==> config.mk <==
export PLATFORM = sky130hd
export DESIGN_NAME = tmrg_timer
export DESIGN_NICKNAME = d
export VERILOG_FILES = /design/src/tmrg_pkg.sv /design/src/tmrg_edge.sv /design/src/tmrg_timer.sv
export SDC_FILE = /design/constraint.sdc
export NUM_CORES = 1
export LEC_CHECK = 0
export BUFFER_PORTS_ARGS = -buffer_cell sky130_fd_sc_hd__buf_2
export CORE_MARGIN = 2
export CORE_UTILIZATION = 40
export CTS_CLUSTER_SIZE = 14
export DETAILED_ROUTE_END_ITERATION = 10
export PLACE_DENSITY = 0.7
export REMOVE_ABC_BUFFERS = 1
export SYNTH_ARGS = -nofsm -noshare
export SYNTH_HDL_FRONTEND = slang
export SYNTH_SLANG_ARGS = --single-unit
==> constraint.sdc <==
create_clock -name CLK_SYS -period 2.5 [get_ports CLK_SYS]
set_input_delay 0.125 -clock CLK_SYS [delete_from_list [all_inputs] [get_ports CLK_SYS]]
set_output_delay 0.125 -clock CLK_SYS [all_outputs]
set_load 0.02 [all_outputs]
==> src/tmrg_pkg.sv <==
// tmrg_pkg: constants for the 16-bit timer with overflow flag and gate control.
// assumes a single system clock; external count clock arrives as a synchronous level.
package tmrg_pkg;
  localparam int          COUNT_W      = 16;
  localparam logic [15:0] COUNT_MAX    = 16'hFFFF;
  localparam logic [15:0] COUNT_ZERO   = 16'h0000;
  localparam logic [15:0] COUNT_RESET  = 16'h0000;
  localparam logic        FLAG_RESET   = 1'h0;
  localparam logic        SEL_SYSTEM   = 1'h0;
  localparam logic        SEL_EXTERNAL = 1'h1;
  typedef enum logic [1:0] {TMRG_IDLE, TMRG_WAIT_RISE, TMRG_COUNTING} tmrg_gate_state_t;
endpackage : tmrg_pkg

==> src/tmrg_edge.sv <==
// tmrg_edge: rise and fall detection of a synchronous level.
// assumes the input is already synchronous to the clock.
`timescale 1ns/100ps
`default_nettype none
module tmrg_edge (
  // clock and reset
  input  wire logic clk,
  input  wire logic rst,
  // level in, edges out
  input  wire logic level,
  output logic      rise,
  output logic      fall
);
  logic prev;

  always_ff @(posedge clk or posedge rst) begin
    if (rst) begin
      prev <= 1'h0;
    end else begin
      prev <= level;
    end
  end

  assign rise = level & ~prev;
  assign fall = ~level & prev;
endmodule // tmrg_edge
`default_nettype wire

==> src/tmrg_timer.sv <==
// tmrg_timer: 16-bit counter pair with overflow flag, sleep wake and gate single-pulse.
// assumes control bits are held by software registers outside; all inputs synchronous to CLK_SYS.
`timescale 1ns/100ps
`default_nettype none
// Operation
// (RQ1) counter pair increments to all-ones, then wraps to zero.
// (RQ2) wrap sets the overflow flag.
// (RQ3) software enables run, overflow, peripheral and global enables for an interrupt.
// (RQ4) overflow flag stays until software writes zero.
// (RQ5) software clears counter and flag before enabling interrupts.
// (RQ6) in sleep only the asynchronous counter configuration keeps counting.
// (RQ7) asynchronous mode counts external clock edges, not system clock.
// (RQ8) software sets run, enables, sync disable and clock select to wake.
// (RQ9) overflow in sleep wakes the device to the next instruction.
// (RQ10) after waking, branch to service routine only with global enable set.
// (RQ11) the timer oscillator keeps running in sleep regardless of sync disable.
// (RQ12) software arms go/done; hardware clears it on gate value falling.
// (RQ13) gate value falling sets gate event flag; software clears it.
// (RQ14) single-pulse counts only while armed gate active; holds once done.
module tmrg_timer (
  // clock and reset
  input  wire logic        CLK_SYS,
  input  wire logic        RST,
  // control bits
  input  wire logic        TIMER_RUN,
  input  wire logic        COUNT_CLOCK_SELECT,
  input  wire logic        SYNC_DISABLE,
  input  wire logic        OSC_ENABLE,
  input  wire logic        OVERFLOW_IRQ_ENABLE,
  input  wire logic        PERIPHERAL_IRQ_ENABLE,
  input  wire logic        GLOBAL_IRQ_ENABLE,
  input  wire logic        SLEEP_ACTIVE,
  // gate control
  input  wire logic        GATE_ENABLE,
  input  wire logic        GATE_POLARITY,
  input  wire logic        GATE_TOGGLE_MODE,
  input  wire logic        GATE_SINGLE_PULSE_MODE,
  input  wire logic        GATE_ARM_SET,
  input  wire logic        GATE_IN,
  // external clock
  input  wire logic        EXT_CLOCK_IN,
  // software writes
  input  wire logic        COUNT_WRITE,
  input  wire logic [15:0] COUNT_WRITE_DATA,
  input  wire logic        OVERFLOW_FLAG_CLEAR,
  input  wire logic        GATE_EVENT_FLAG_CLEAR,
  // status
  output logic [7:0]       COUNT_HIGH_BYTE,
  output logic [7:0]       COUNT_LOW_BYTE,
  output logic             OVERFLOW_FLAG,
  output logic             GATE_EVENT_FLAG,
  output logic             GATE_ARM_PENDING,
  output logic             GATE_VALUE,
  output logic             OSC_RUNNING,
  // wake and interrupt
  output logic             WAKE_REQUEST,
  output logic             IRQ_BRANCH
);
  logic [15:0] count;
  logic        ext_rise;
  logic        gv_rise;
  logic        gv_fall;
  logic        gate_raw;
  logic        toggle_q;
  logic        tick;
  logic        gate_open;
  logic        inc;
  logic        wrap;
  tmrg_pkg::tmrg_gate_state_t sp_state;

  tmrg_edge u_ext_edge (
    .clk   (CLK_SYS),
    .rst   (RST),
    .level (EXT_CLOCK_IN),
    .rise  (ext_rise),
    .fall  ()
  );

  tmrg_edge u_gate_edge (
    .clk   (CLK_SYS),
    .rst   (RST),
    .level (GATE_VALUE),
    .rise  (gv_rise),
    .fall  (gv_fall)
  );

  // raw gate level after polarity; toggle mode flips toggle_q on every tick while it is active
  assign gate_raw = GATE_IN ^ ~GATE_POLARITY;

  always_ff @(posedge CLK_SYS or posedge RST) begin
    if (RST) begin
      toggle_q <= 1'h0;
    end else if (!GATE_TOGGLE_MODE || !GATE_ENABLE) begin
      toggle_q <= 1'h0;
    end else if (gate_raw && tick) begin
      toggle_q <= ~toggle_q;
    end
  end

  // single-pulse: armed waits for rising gate value, counts until it falls
  always_ff @(posedge CLK_SYS or posedge RST) begin
    if (RST) begin
      sp_state <= tmrg_pkg::TMRG_IDLE;
    end else begin
      unique case (sp_state)
        tmrg_pkg::TMRG_IDLE: begin
          if (GATE_ARM_SET && GATE_SINGLE_PULSE_MODE && GATE_ENABLE) begin
            sp_state <= tmrg_pkg::TMRG_WAIT_RISE;
          end
        end
        tmrg_pkg::TMRG_WAIT_RISE: begin
          if (!GATE_SINGLE_PULSE_MODE || !GATE_ENABLE) begin
            sp_state <= tmrg_pkg::TMRG_IDLE;
          end else if (gv_rise) begin
            sp_state <= tmrg_pkg::TMRG_COUNTING;
          end
        end
        tmrg_pkg::TMRG_COUNTING: begin
          if (gv_fall || !GATE_SINGLE_PULSE_MODE || !GATE_ENABLE) begin
            sp_state <= tmrg_pkg::TMRG_IDLE; // RQ12
          end
        end
        default: sp_state <= tmrg_pkg::TMRG_IDLE;
      endcase
    end
  end

  // gate value is registered so it changes only on the clock
  always_ff @(posedge CLK_SYS or posedge RST) begin
    if (RST) begin
      GATE_VALUE <= 1'h0;
    end else if (!GATE_ENABLE) begin
      GATE_VALUE <= 1'h0;
    end else if (GATE_TOGGLE_MODE) begin
      GATE_VALUE <= toggle_q;
    end else begin
      GATE_VALUE <= gate_raw;
    end
  end

  assign GATE_ARM_PENDING = (sp_state != tmrg_pkg::TMRG_IDLE);

  // sleep stops the system clock path; only external async counting survives
  assign tick = (COUNT_CLOCK_SELECT == tmrg_pkg::SEL_EXTERNAL) ? ext_rise : ~SLEEP_ACTIVE; // RQ7
  assign gate_open = !GATE_ENABLE ? 1'h1 :
                     GATE_SINGLE_PULSE_MODE ? (sp_state == tmrg_pkg::TMRG_COUNTING) && GATE_VALUE : // RQ14
                     GATE_VALUE;
  assign inc = TIMER_RUN && tick && gate_open &&
               (!SLEEP_ACTIVE || (COUNT_CLOCK_SELECT == tmrg_pkg::SEL_EXTERNAL && SYNC_DISABLE)); // RQ6
  assign wrap = inc && (count == tmrg_pkg::COUNT_MAX);

  always_ff @(posedge CLK_SYS or posedge RST) begin
    if (RST) begin
      count <= tmrg_pkg::COUNT_RESET;
    end else if (COUNT_WRITE) begin
      count <= COUNT_WRITE_DATA;
    end else if (inc) begin
      count <= count + 16'h0001; // RQ1
    end
  end

  assign COUNT_HIGH_BYTE = count[15:8];
  assign COUNT_LOW_BYTE  = count[7:0];

  // set wins over a clear in the same cycle so no wrap is lost
  always_ff @(posedge CLK_SYS or posedge RST) begin
    if (RST) begin
      OVERFLOW_FLAG <= tmrg_pkg::FLAG_RESET;
    end else if (wrap) begin
      OVERFLOW_FLAG <= 1'h1; // RQ2
    end else if (OVERFLOW_FLAG_CLEAR) begin
      OVERFLOW_FLAG <= 1'h0; // RQ4
    end
  end

  always_ff @(posedge CLK_SYS or posedge RST) begin
    if (RST) begin
      GATE_EVENT_FLAG <= tmrg_pkg::FLAG_RESET;
    end else if (GATE_ENABLE && gv_fall) begin
      GATE_EVENT_FLAG <= 1'h1; // RQ13
    end else if (GATE_EVENT_FLAG_CLEAR) begin
      GATE_EVENT_FLAG <= 1'h0;
    end
  end

  // oscillator ignores sleep and sync disable on purpose
  assign OSC_RUNNING = OSC_ENABLE; // RQ11

  assign WAKE_REQUEST = SLEEP_ACTIVE && OVERFLOW_FLAG && OVERFLOW_IRQ_ENABLE && PERIPHERAL_IRQ_ENABLE; // RQ9
  assign IRQ_BRANCH = OVERFLOW_FLAG && OVERFLOW_IRQ_ENABLE && PERIPHERAL_IRQ_ENABLE && GLOBAL_IRQ_ENABLE; // RQ10

  a_count_wraps: assert property (@(posedge CLK_SYS) disable iff (RST) // RQ1
    (inc && !COUNT_WRITE && count == tmrg_pkg::COUNT_MAX) |=> (count == tmrg_pkg::COUNT_ZERO))
    else $error("counter did not wrap to zero");
  a_count_steps: assert property (@(posedge CLK_SYS) disable iff (RST) // RQ1
    (inc && !COUNT_WRITE) |=> (count == $past(count) + 16'h0001))
    else $error("counter did not step by one");
  a_wrap_sets_flag: assert property (@(posedge CLK_SYS) disable iff (RST) // RQ2
    wrap |=> OVERFLOW_FLAG)
    else $error("wrap did not set overflow flag");
  a_flag_holds: assert property (@(posedge CLK_SYS) disable iff (RST) // RQ4
    (OVERFLOW_FLAG && !OVERFLOW_FLAG_CLEAR) |=> OVERFLOW_FLAG)
    else $error("overflow flag cleared without software");
  a_sleep_stops: assert property (@(posedge CLK_SYS) disable iff (RST) // RQ6
    (SLEEP_ACTIVE && !(COUNT_CLOCK_SELECT && SYNC_DISABLE) && !COUNT_WRITE) |=> $stable(count))
    else $error("counter moved in sleep outside async mode");
  a_ext_only: assert property (@(posedge CLK_SYS) disable iff (RST) // RQ7
    (COUNT_CLOCK_SELECT && !ext_rise && !COUNT_WRITE) |=> $stable(count))
    else $error("async counter moved without external edge");
  a_wake_on_flag: assert property (@(posedge CLK_SYS) disable iff (RST) // RQ9
    (SLEEP_ACTIVE && OVERFLOW_IRQ_ENABLE && PERIPHERAL_IRQ_ENABLE && wrap) |=> WAKE_REQUEST)
    else $error("overflow in sleep did not wake");
  a_branch_gie: assert property (@(posedge CLK_SYS) disable iff (RST) // RQ10
    IRQ_BRANCH |-> GLOBAL_IRQ_ENABLE)
    else $error("branch without global enable");
  a_osc_runs: assert property (@(posedge CLK_SYS) disable iff (RST) // RQ11
    (SLEEP_ACTIVE && OSC_ENABLE) |-> OSC_RUNNING)
    else $error("oscillator stopped in sleep");
  a_arm_done: assert property (@(posedge CLK_SYS) disable iff (RST) // RQ12
    (sp_state == tmrg_pkg::TMRG_COUNTING && gv_fall) |=> !GATE_ARM_PENDING)
    else $error("go/done not cleared on gate fall");
  a_gate_event: assert property (@(posedge CLK_SYS) disable iff (RST) // RQ13
    (GATE_ENABLE && gv_fall) |=> GATE_EVENT_FLAG)
    else $error("gate fall did not set event flag");
  a_pulse_hold: assert property (@(posedge CLK_SYS) disable iff (RST) // RQ14
    (GATE_ENABLE && GATE_SINGLE_PULSE_MODE && !GATE_ARM_PENDING && !COUNT_WRITE) |=> $stable(count))
    else $error("single-pulse counted after done");
endmodule // tmrg_timer
`default_nettype wire

==> metrics.yaml, run 1 <==
cts-buffers-inserted: 3
peakVddDrop_mv: 0.195
pin_count: 59
nFillCells: 327
setup_viol: 0
synth_warnings: 0
clock_latency_ns: 0.31
ys_ff_latch: 24
cts_tree: "built"
relSlewSlack: 0.374
rsz0062_at_grt: "no"
root_buffer: "clkbuf_4"
clock.fmax_ghz: 0.526
synth_edf_count: 0
worstPathMaxFanout: 10
die_w_microns: 64.4
hp-class: "in2async"
tightestPinTransition_ns: 0.938
synth_top_area_share: 0.412
first_pass_iters: 4
reg2reg_depth: 4
wl_per_cell_microns: 14.2
drv_slew: 0
cp-start-kind: "flip-flop"
power.total_mw: 0.845
initial_core_util: 0.427
area_growth_pct: 23.9
finalNonFillerCells: 263
power.density_nw_per_um2: 467
netlist_top_cells_area: "dfrtp_1 41%, or4_1 6.2%, a31oi_1 6.0%"
cts_buffer_depth: 2
vias: 1504
worstReg2RegStart: "count[2]$_DFFE_PP0P_"
avgSynthCellArea_sq_um: 9.01
finalCriticalPeriod_ns: 1.90
layout_setup_ws_ns: 0.600
p_leak_nw: 0.793
cts_max_level: 1
diodes: 0
grt_pass1_vias: 1363
cts_sinks: 24
ant_nets: 0
synth_common_cells: "24 x dfrtp_1, 19 x nor2_1, 14 x a31oi_1, 12 x or4_1, 10 x o31ai_1"
viasPerCell: 5.72
routabilityCongestion: 0.811
grt_start_max_net_pins: 29
port_buffers: 56
finClkSkew_ns: 0.00446
yosysMostFrequentCell: "dfrtp_1"
r2r_slack_ns: 0.60
yosysTopAreaCell: "dfrtp_1"
drtIter0Drc: 67
seq_area_frac_synth: 0.412
hold_viol_final: 0
critPathRequiredTime_ns: 2.74
critPathCaptureType: "flip-flop"
drive_above_1_share: 0.318
grt_pass1_wl_microns: 6130
postCtsSetupBuffers: 0
placed_cells: 257
synthCells: 162
dp_hpwl_microns: 2680
final.setup.tns_ns: 0
path_class: "reg2reg"
arrival_ns: 2.14
clk_pin_slew_ns: 0.13
synth_ff_type: "dfrtp_1"
nets: 256
grtUsageTotal: 0.188
holdWs_ns: 0.00501
wl_microns: 3730
status: "finished, final reports clean"
row_count: 21
r2r_end: "count[15]$_DFFE_PP0P_"
antenna_found_initial: 0
synth_area_sq_um: 1460
die_h_microns: 64.4
synthArstFlopShare: 1.00
cap_violations: 0
min_period_over_period: 0.760
die_area_sq_um: 4150
overflow: 0
synth_cell_types: 45
core-area_sq_um: 3420
remaining_drc_errors: 0
pre_cts_ws_ns: 0.607
-- cell usage in the layout (no fill, tap or decap), types with 2 or more instances in the layout --
cell           count
o31a_1             2
nand2_1            7
a31oi_1           14
dlygate4sd3_1      3
nand3b_1           2
nand3_1            7
nand2b_1           3
and3_1             2
a21oi_1            2
buf_2             56
nor2_1            19
o21ai_0            5
or4_1             12
xor2_1             2
dfrtp_1           24
and2b_2            2
nand4_1            6
inv_1              7
and4_1             4
clkbuf_4           3
nor3_1             2
a211oi_1           2
o31ai_1           10
-- critical path, stage by stage (launching register included) --
cell and delay [ns]:
dfrtp_1 0.52, nand3_1 0.13, a2111o_1 0.50, or4_1 0.51, a31oi_1 0.17
-- repair_timing --
action                                 4_1_cts  5_1_grt
endpoints found under the hold margin        3        0
gates resized for setup                      0        0
hold buffers                                 3        0
setup endpoints to repair                    0        0
-- through the flow --
step                cell area, sq um   util
global route                    1810  0.529
detailed placement              1760  0.514
CTS                             1810  0.529
global placement                1760  0.514
finish                          1810  0.529
floorplan                       1410      -
-- layout make-up --
class                   instances  area [sq um]  area share
clock buffers                   3          22.5      0.0125
inverters                       8          30.0      0.0166
multi-input cells             122           779       0.431
flip-flops and latches         24           601       0.332
well taps                      46          57.6      0.0318
repair buffers                 60           318       0.176
-- where the power goes --
group	switching [mW]	internal, mW	leakage, nW	total [mW]
Sequential	0.0400	0.418	0.288	0.458
Clock	0.111	0.0562	0.0138	0.167
Combinational	0.133	0.0872	0.491	0.220
-- layer usage --
layer	global-route usage	share of wire
met3	0.0299	0.077
met1	0.257	0.48
met4	0.0612	0.0059
met5	0	0
met2	0.303	0.44
-- worst max-delay path by stage --
stage               slack (ns)  cells past startpoint                    end                       from
floorplan                 0.66                      4  count[13]$_DFFE_PP0P_       count[3]$_DFFE_PP0P_
global placement          0.66                      4  count[15]$_DFFE_PP0P_  u_ext_edge.prev$_DFF_PP0_
detailed placement        0.61                      4  count[12]$_DFFE_PP0P_    sp_state[0]$_DFFE_PP0P_
CTS                       0.59                      4  count[12]$_DFFE_PP0P_    sp_state[0]$_DFFE_PP0P_
global route              0.45                      4   count[1]$_DFFE_PP0P_    sp_state[0]$_DFFE_PP0P_
finish                    0.60                      4  count[15]$_DFFE_PP0P_       count[2]$_DFFE_PP0P_
-- sequential cells by signal, summed over array words and instances (netlist names) --
| signal | count |
|---|---|
| sp_state | 2 |
| GATE_EVENT_FLAG | 1 |
| u_ext_edge.prev | 1 |
| OVERFLOW_FLAG | 1 |
| count | 16 |
| u_gate_edge.prev | 1 |
| toggle_q | 1 |
| GATE_VALUE | 1 |
-- logic make-up after synthesis --
group                    after synthesis  synth area share
buffers and inverters                 16            0.0540
AO/OA/AOI/OAI                         44             0.214
XOR/XNOR                               2            0.0120
flip-flops                            24             0.412
adder cells (fa/ha/maj)                1           0.00857
AND/OR/NAND/NOR                       75             0.299
Power figures use the tool's default switching activity.
==> run 2: changes to the inputs <==
--- a/config.mk
+++ b/config.mk
@@ -10,7 +10,7 @@
 export CORE_UTILIZATION = 40
 export CTS_CLUSTER_SIZE = 14
 export DETAILED_ROUTE_END_ITERATION = 10
-export PLACE_DENSITY = 0.7
+export PLACE_DENSITY = 0.73
 export REMOVE_ABC_BUFFERS = 1
 export SYNTH_ARGS = -nofsm -noshare
 export SYNTH_HDL_FRONTEND = slang
==> constraint.sdc (replaced) <==
create_clock -name CLK_SYS -period 1.7 [get_ports CLK_SYS]
set_input_delay 0.085 -clock CLK_SYS [delete_from_list [all_inputs] [get_ports CLK_SYS]]
set_output_delay 0.085 -clock CLK_SYS [all_outputs]
set_load 0.02 [all_outputs]
==> metrics.yaml, run 2 (synthesis gave the netlist of run 1 again) <==
worstHoldPathCells: 3
dp_hpwl_microns: 3050
viasPerCell: 5.58
grtUsageTotal: 0.228
reg2reg_depth: 5
hold_viol_final: 0
cts_tree: "built"
tightestPinTransition_ns: 0.369
vias: 1720
layout_setup_ws_ns: -0.0387
rsz0062_at_grt: "yes"
drive_above_1_share: 0.420
worstPathMaxFanout: 7
finClkSkew_ns: 0.0106
drtIter0Drc: 103
nets: 300
clock_latency_ns: 0.33
wl_microns: 4390
die_h_microns: 64.4
clock.fmax_ghz: 0.575
diodes: 0
remaining_drc_errors: 0
grt_pass1_vias: 1586
power.total_mw: 1.56
largest_register_ffs: 16
final_common_cell: "buf_2"
hp-class: "in2reg"
cts_buffer_depth: 2
wl_per_cell_microns: 14.3
max_stage_delay_ns: 0.41
nFillCells: 303
overflow: 0
row_count: 21
finalNonFillerCells: 308
grt_pass1_wl_microns: 7450
critPathCaptureType: "flip-flop"
fin_area_sq_um: 2260
status: "complete, but fails checks"
place_area_sq_um: 1960
path_cells: "nand2b_4 -> a2111o_1 -> buf_6 -> or4_4 -> a31oi_2"
cap_violations: 0
cp-start-kind: "flip-flop"
clk_pin_slew_ns: 0.13
seqCellArea_sq_um: 601
power.density_nw_per_um2: 690
die_area_sq_um: 4150
port_buffers: 56
relSlewSlack: 0.748
die_w_microns: 64.4
first_pass_iters: 4
routabilityCongestion: 0.780
setup_viol: 1
critPathRequiredTime_ns: 1.96
arrival_ns: 1.99
final.setup.tns_ns: -0.0387
grt_start_max_net_pins: 29
violations: "setup timing"
drv_slew: 0
path_class: "reg2reg"
finalCriticalPeriod_ns: 1.74
cts-buffers-inserted: 3
mostFrequentLayoutCells: "56 x buf_2, 30 x buf_4, 24 x dfrtp_1, 19 x nor2_1, 16 x dlygate4sd3_1"
cts_sinks: 24
peakVddDrop_mv: 0.337
cp_slowest_cell: "or4_4"
ant_nets: 0
pre_cts_ws_ns: -0.152
pin_count: 59
area_growth_pct: 55.1
top_regs: "count x16, sp_state x2"
placed_cells: 282
regMostFlops: "count"
min_period_over_period: 1.02
cts_max_level: 1
multi_input_area_sq_um: 826
p_leak_nw: 1.03
root_buffer: "clkbuf_4"
initial_core_util: 0.427
antenna_found_initial: 0
core-area_sq_um: 3420
## run 2: cell types whose count changed in the layout (fill, tap and decap cells not counted), sizes merged
cell,delta
buf,+31
bufinv,+1
dlygate4sd3,+13
## run 2: worst paths after layout
check	from	to	slack, ns
max in group asynchronous	RST	count[14]$_DFFE_PP0P_	1.13
max reg2reg	u_ext_edge.prev$_DFF_PP0_	count[15]$_DFFE_PP0P_	-0.04
min reg2reg	GATE_VALUE$_DFF_PP0_	u_gate_edge.prev$_DFF_PP0_	0.48
max	u_ext_edge.prev$_DFF_PP0_	count[15]$_DFFE_PP0P_	-0.04
min in group asynchronous	RST	toggle_q$_DFFE_PP0P_	0.32
min	COUNT_WRITE_DATA[8]	count[8]$_DFFE_PP0P_	0.004
## run 2: power breakdown
group	total (mW)	internal (mW)	switching, mW
combinational	0.487	0.229	0.258
clock	0.427	0.239	0.188
sequential	0.648	0.614	0.0337
## run 2: cell type report
type                            count  area share
Tap cell                           46      0.0254
Timing Repair Buffer              104       0.308
Sequential cell                    24       0.265
Clock inverter                      1      0.0133
Clock buffer                        3     0.00995
Multi-Input combinational cell    122       0.365
Inverter                            8      0.0133
## run 2: per-layer routing
| layer | global-route usage | wire, microns |
|---|---|---|
| met5 | 0 | 0 |
| met4 | 0.0532 | 22 |
| met3 | 0.0335 | 267 |
| met2 | 0.383 | 2100 |
| met1 | 0.310 | 2000 |
## run 2: critical path: cells and delay by family (launching register included)
| kind | cells | cell delay (ns) |
|---|---|---|
| buffers and inverters | 1 | 0.15 |
| flip-flops | 1 | 0.39 |
| AO/OA/AOI/OAI | 2 | 0.57 |
| AND/OR/NAND/NOR | 2 | 0.56 |
## run 2: what timing repair did
action                     4_1_cts  5_1_grt
pin swaps                        9        7
resized for setup                8        4
hold buffers                    16        0
setup endpoints to repair       13       15
hold endpoints to repair        38        0
setup buffers                    2        4
cloned                           0        0
## run 2: per-stage QoR
stage	util	hold slack [ns]
after floorplan	-	0.0996
after global placement	0.573	0.149
after detailed placement	0.573	0.153
after CTS	0.648	0.00221
after global routing	0.663	0.0198
final	0.663	0.00351
==> run 3: changes to the inputs <==
--- a/config.mk
+++ b/config.mk
@@ -7,11 +7,12 @@
 export LEC_CHECK = 0
 export BUFFER_PORTS_ARGS = -buffer_cell sky130_fd_sc_hd__buf_2
 export CORE_MARGIN = 2
-export CORE_UTILIZATION = 40
+export CORE_UTILIZATION = 48
 export CTS_CLUSTER_SIZE = 14
 export DETAILED_ROUTE_END_ITERATION = 10
-export PLACE_DENSITY = 0.73
+export PLACE_DENSITY = 0.81
 export REMOVE_ABC_BUFFERS = 1
+export SLEW_MARGIN = 30
 export SYNTH_ARGS = -nofsm -noshare
 export SYNTH_HDL_FRONTEND = slang
 export SYNTH_SLANG_ARGS = --single-unit
==> constraint.sdc (replaced) <==
create_clock -name CLK_SYS -period 1.61 [get_ports CLK_SYS]
set_input_delay 0.0805 -clock CLK_SYS [delete_from_list [all_inputs] [get_ports CLK_SYS]]
set_output_delay 0.0805 -clock CLK_SYS [all_outputs]
set_load 0.02 [all_outputs]
==> metrics.yaml, run 3 (synthesis gave the netlist of run 1 again) <==
finalCriticalPeriod_ns: 1.77
pin_count: 59
hp-class: "in2reg"
setup_viol: 13
cts_sinks: 24
min_period_over_period: 1.10
relSlewSlack: 0.677
path_class: "reg2reg"
r2r_slack_ns: -0.16
ant_nets: 0
remaining_drc_errors: 0
routabilityCongestion: 0.851
largest_register_ffs: 16
use_met2: 0.503
final.setup.tns_ns: -0.989
mostFrequentLayoutCells: "56 x buf_2, 35 x buf_4, 24 x dfrtp_1, 19 x nor2_1, 14 x a31oi_1"
critPathCaptureType: "flip-flop"
grt_start_max_net_pins: 29
arrival_ns: 2.05
clk_pin_slew_ns: 0.15
root_buffer: "clkbuf_4"
finClkSkew_ns: 0.00436
diodes: 0
initial_core_util: 0.490
cp-start-kind: "flip-flop"
power.density_nw_per_um2: 730
grtUsageMet3: 0.0808
clock.fmax_ghz: 0.565
nets: 306
status: "complete, but fails checks"
vias: 1837
regMostFlops: "count"
fin_util: 0.794
die_area_sq_um: 3500
peakVddDrop_mv: 0.729
p_leak_nw: 1.07
critPathRequiredTime_ns: 1.89
cts_max_level: 1
port_buffers: 56
finalNonFillerCells: 301
hold_viol_final: 5
grtUsageTotal: 0.293
first_pass_iters: 4
worstPathMaxFanout: 5
holdWs_ns: -0.00990
area_growth_pct: 62.1
drv_slew: 0
clock_latency_ns: 0.34
drtIter0Drc: 106
violations: "hold timing, setup timing"
core-area_sq_um: 2980
busiest_layer: "met2"
cts-buffers-inserted: 3
die_h_microns: 59.1
overflow: 0
nFillCells: 186
placed_cells: 274
wl_per_cell_microns: 17.4
layout_setup_ws_ns: -0.161
rsz0062_at_grt: "yes"
cts_tree: "built"
met1_usage: 0.356
grt_pass1_wl_microns: 7820
wl_microns: 5230
die_w_microns: 59.1
viasPerCell: 6.10
top_regs: "count x16, sp_state x2"
row_count: 20
antenna_found_initial: 0
tightestPinTransition_ns: 0.482
final_common_cell: "buf_2"
drive_above_1_share: 0.474
cap_violations: 0
dp_hpwl_microns: 2940
grt_pass1_vias: 1775
cts_buffer_depth: 2
## run 3: changes by cell type in the layout (fill, tap and decap cells not counted), sizes merged
cell / before / now
a2111o: 1 / 2
a211o: 1 / 2
buf: 88 / 95
dlygate4sd3: 16 / 13
## run 3: critical path, cell delays in order (launching register included)
cell,delay (ns)
dfrtp_1,0.39
nand2b_4,0.17
a2111o_1,0.48
or4_1,0.51
a31oi_1,0.17
## run 3: path summary, 6_finish.rpt
kind / cells past startpoint / startpoint / endpoint
min in group asynchronous: 4 / RST / count[3]$_DFFE_PP0P_
worst max-delay path: 4 / u_ext_edge.prev$_DFF_PP0_ / count[11]$_DFFE_PP0P_
max in group asynchronous: 4 / RST / u_gate_edge.prev$_DFF_PP0_
worst min-delay path: 3 / COUNT_WRITE_DATA[1] / count[1]$_DFFE_PP0P_
worst max register to register: 4 / u_ext_edge.prev$_DFF_PP0_ / count[11]$_DFFE_PP0P_
worst min register to register: 1 / GATE_VALUE$_DFF_PP0_ / u_gate_edge.prev$_DFF_PP0_
## run 3: area by class of cell
class | instances | area (sq um) | share of cell area
multi-input combinational | 124 | 913 | 0.386
timing repair buffer | 108 | 727 | 0.307
sequential | 24 | 601 | 0.254
tap | 33 | 41.3 | 0.0175
clock inverter | 1 | 30.0 | 0.0127
inverter | 8 | 30.0 | 0.0127
clock buffer | 3 | 22.5 | 0.00952
## run 3: metal layers
metal	up-vias	wire length, microns
met1	866	2080
li1	846	-
met2	107	2590
met4	0	102
met3	18	454
met5	-	0
## run 3: where the power goes
group | total [mW] | leakage, nW | internal [mW] | switching [mW]
combinational | 0.581 | 0.758 | 0.264 | 0.317
sequential | 0.684 | 0.288 | 0.649 | 0.0353
clock | 0.461 | 0.0279 | 0.252 | 0.209
total | 1.73 | 1.07 | 1.17 | 0.561
## run 3: through the flow
step | total power [mW] | setup WS (ns) | instance area (sq um)
global route | 1.80 | -0.187 | 2360
CTS | 1.65 | -0.0874 | 2250
detailed placement | 1.15 | -0.209 | 1980
floorplan | 0.915 | -0.226 | 1410
global placement | 1.14 | -0.163 | 1980
finish | 1.73 | -0.161 | 2360
## run 3: what timing repair did
| item | CTS | global route |
|---|---|---|
| setup endpoints to repair | 14 | 17 |
| hold buffers | 11 | 2 |
| resized for setup | 13 | 17 |
| endpoints found under the hold margin | 34 | 2 |
| pin swaps | 13 | 5 |
| gates cloned | 1 | 1 |
| setup buffers | 6 | 2 |
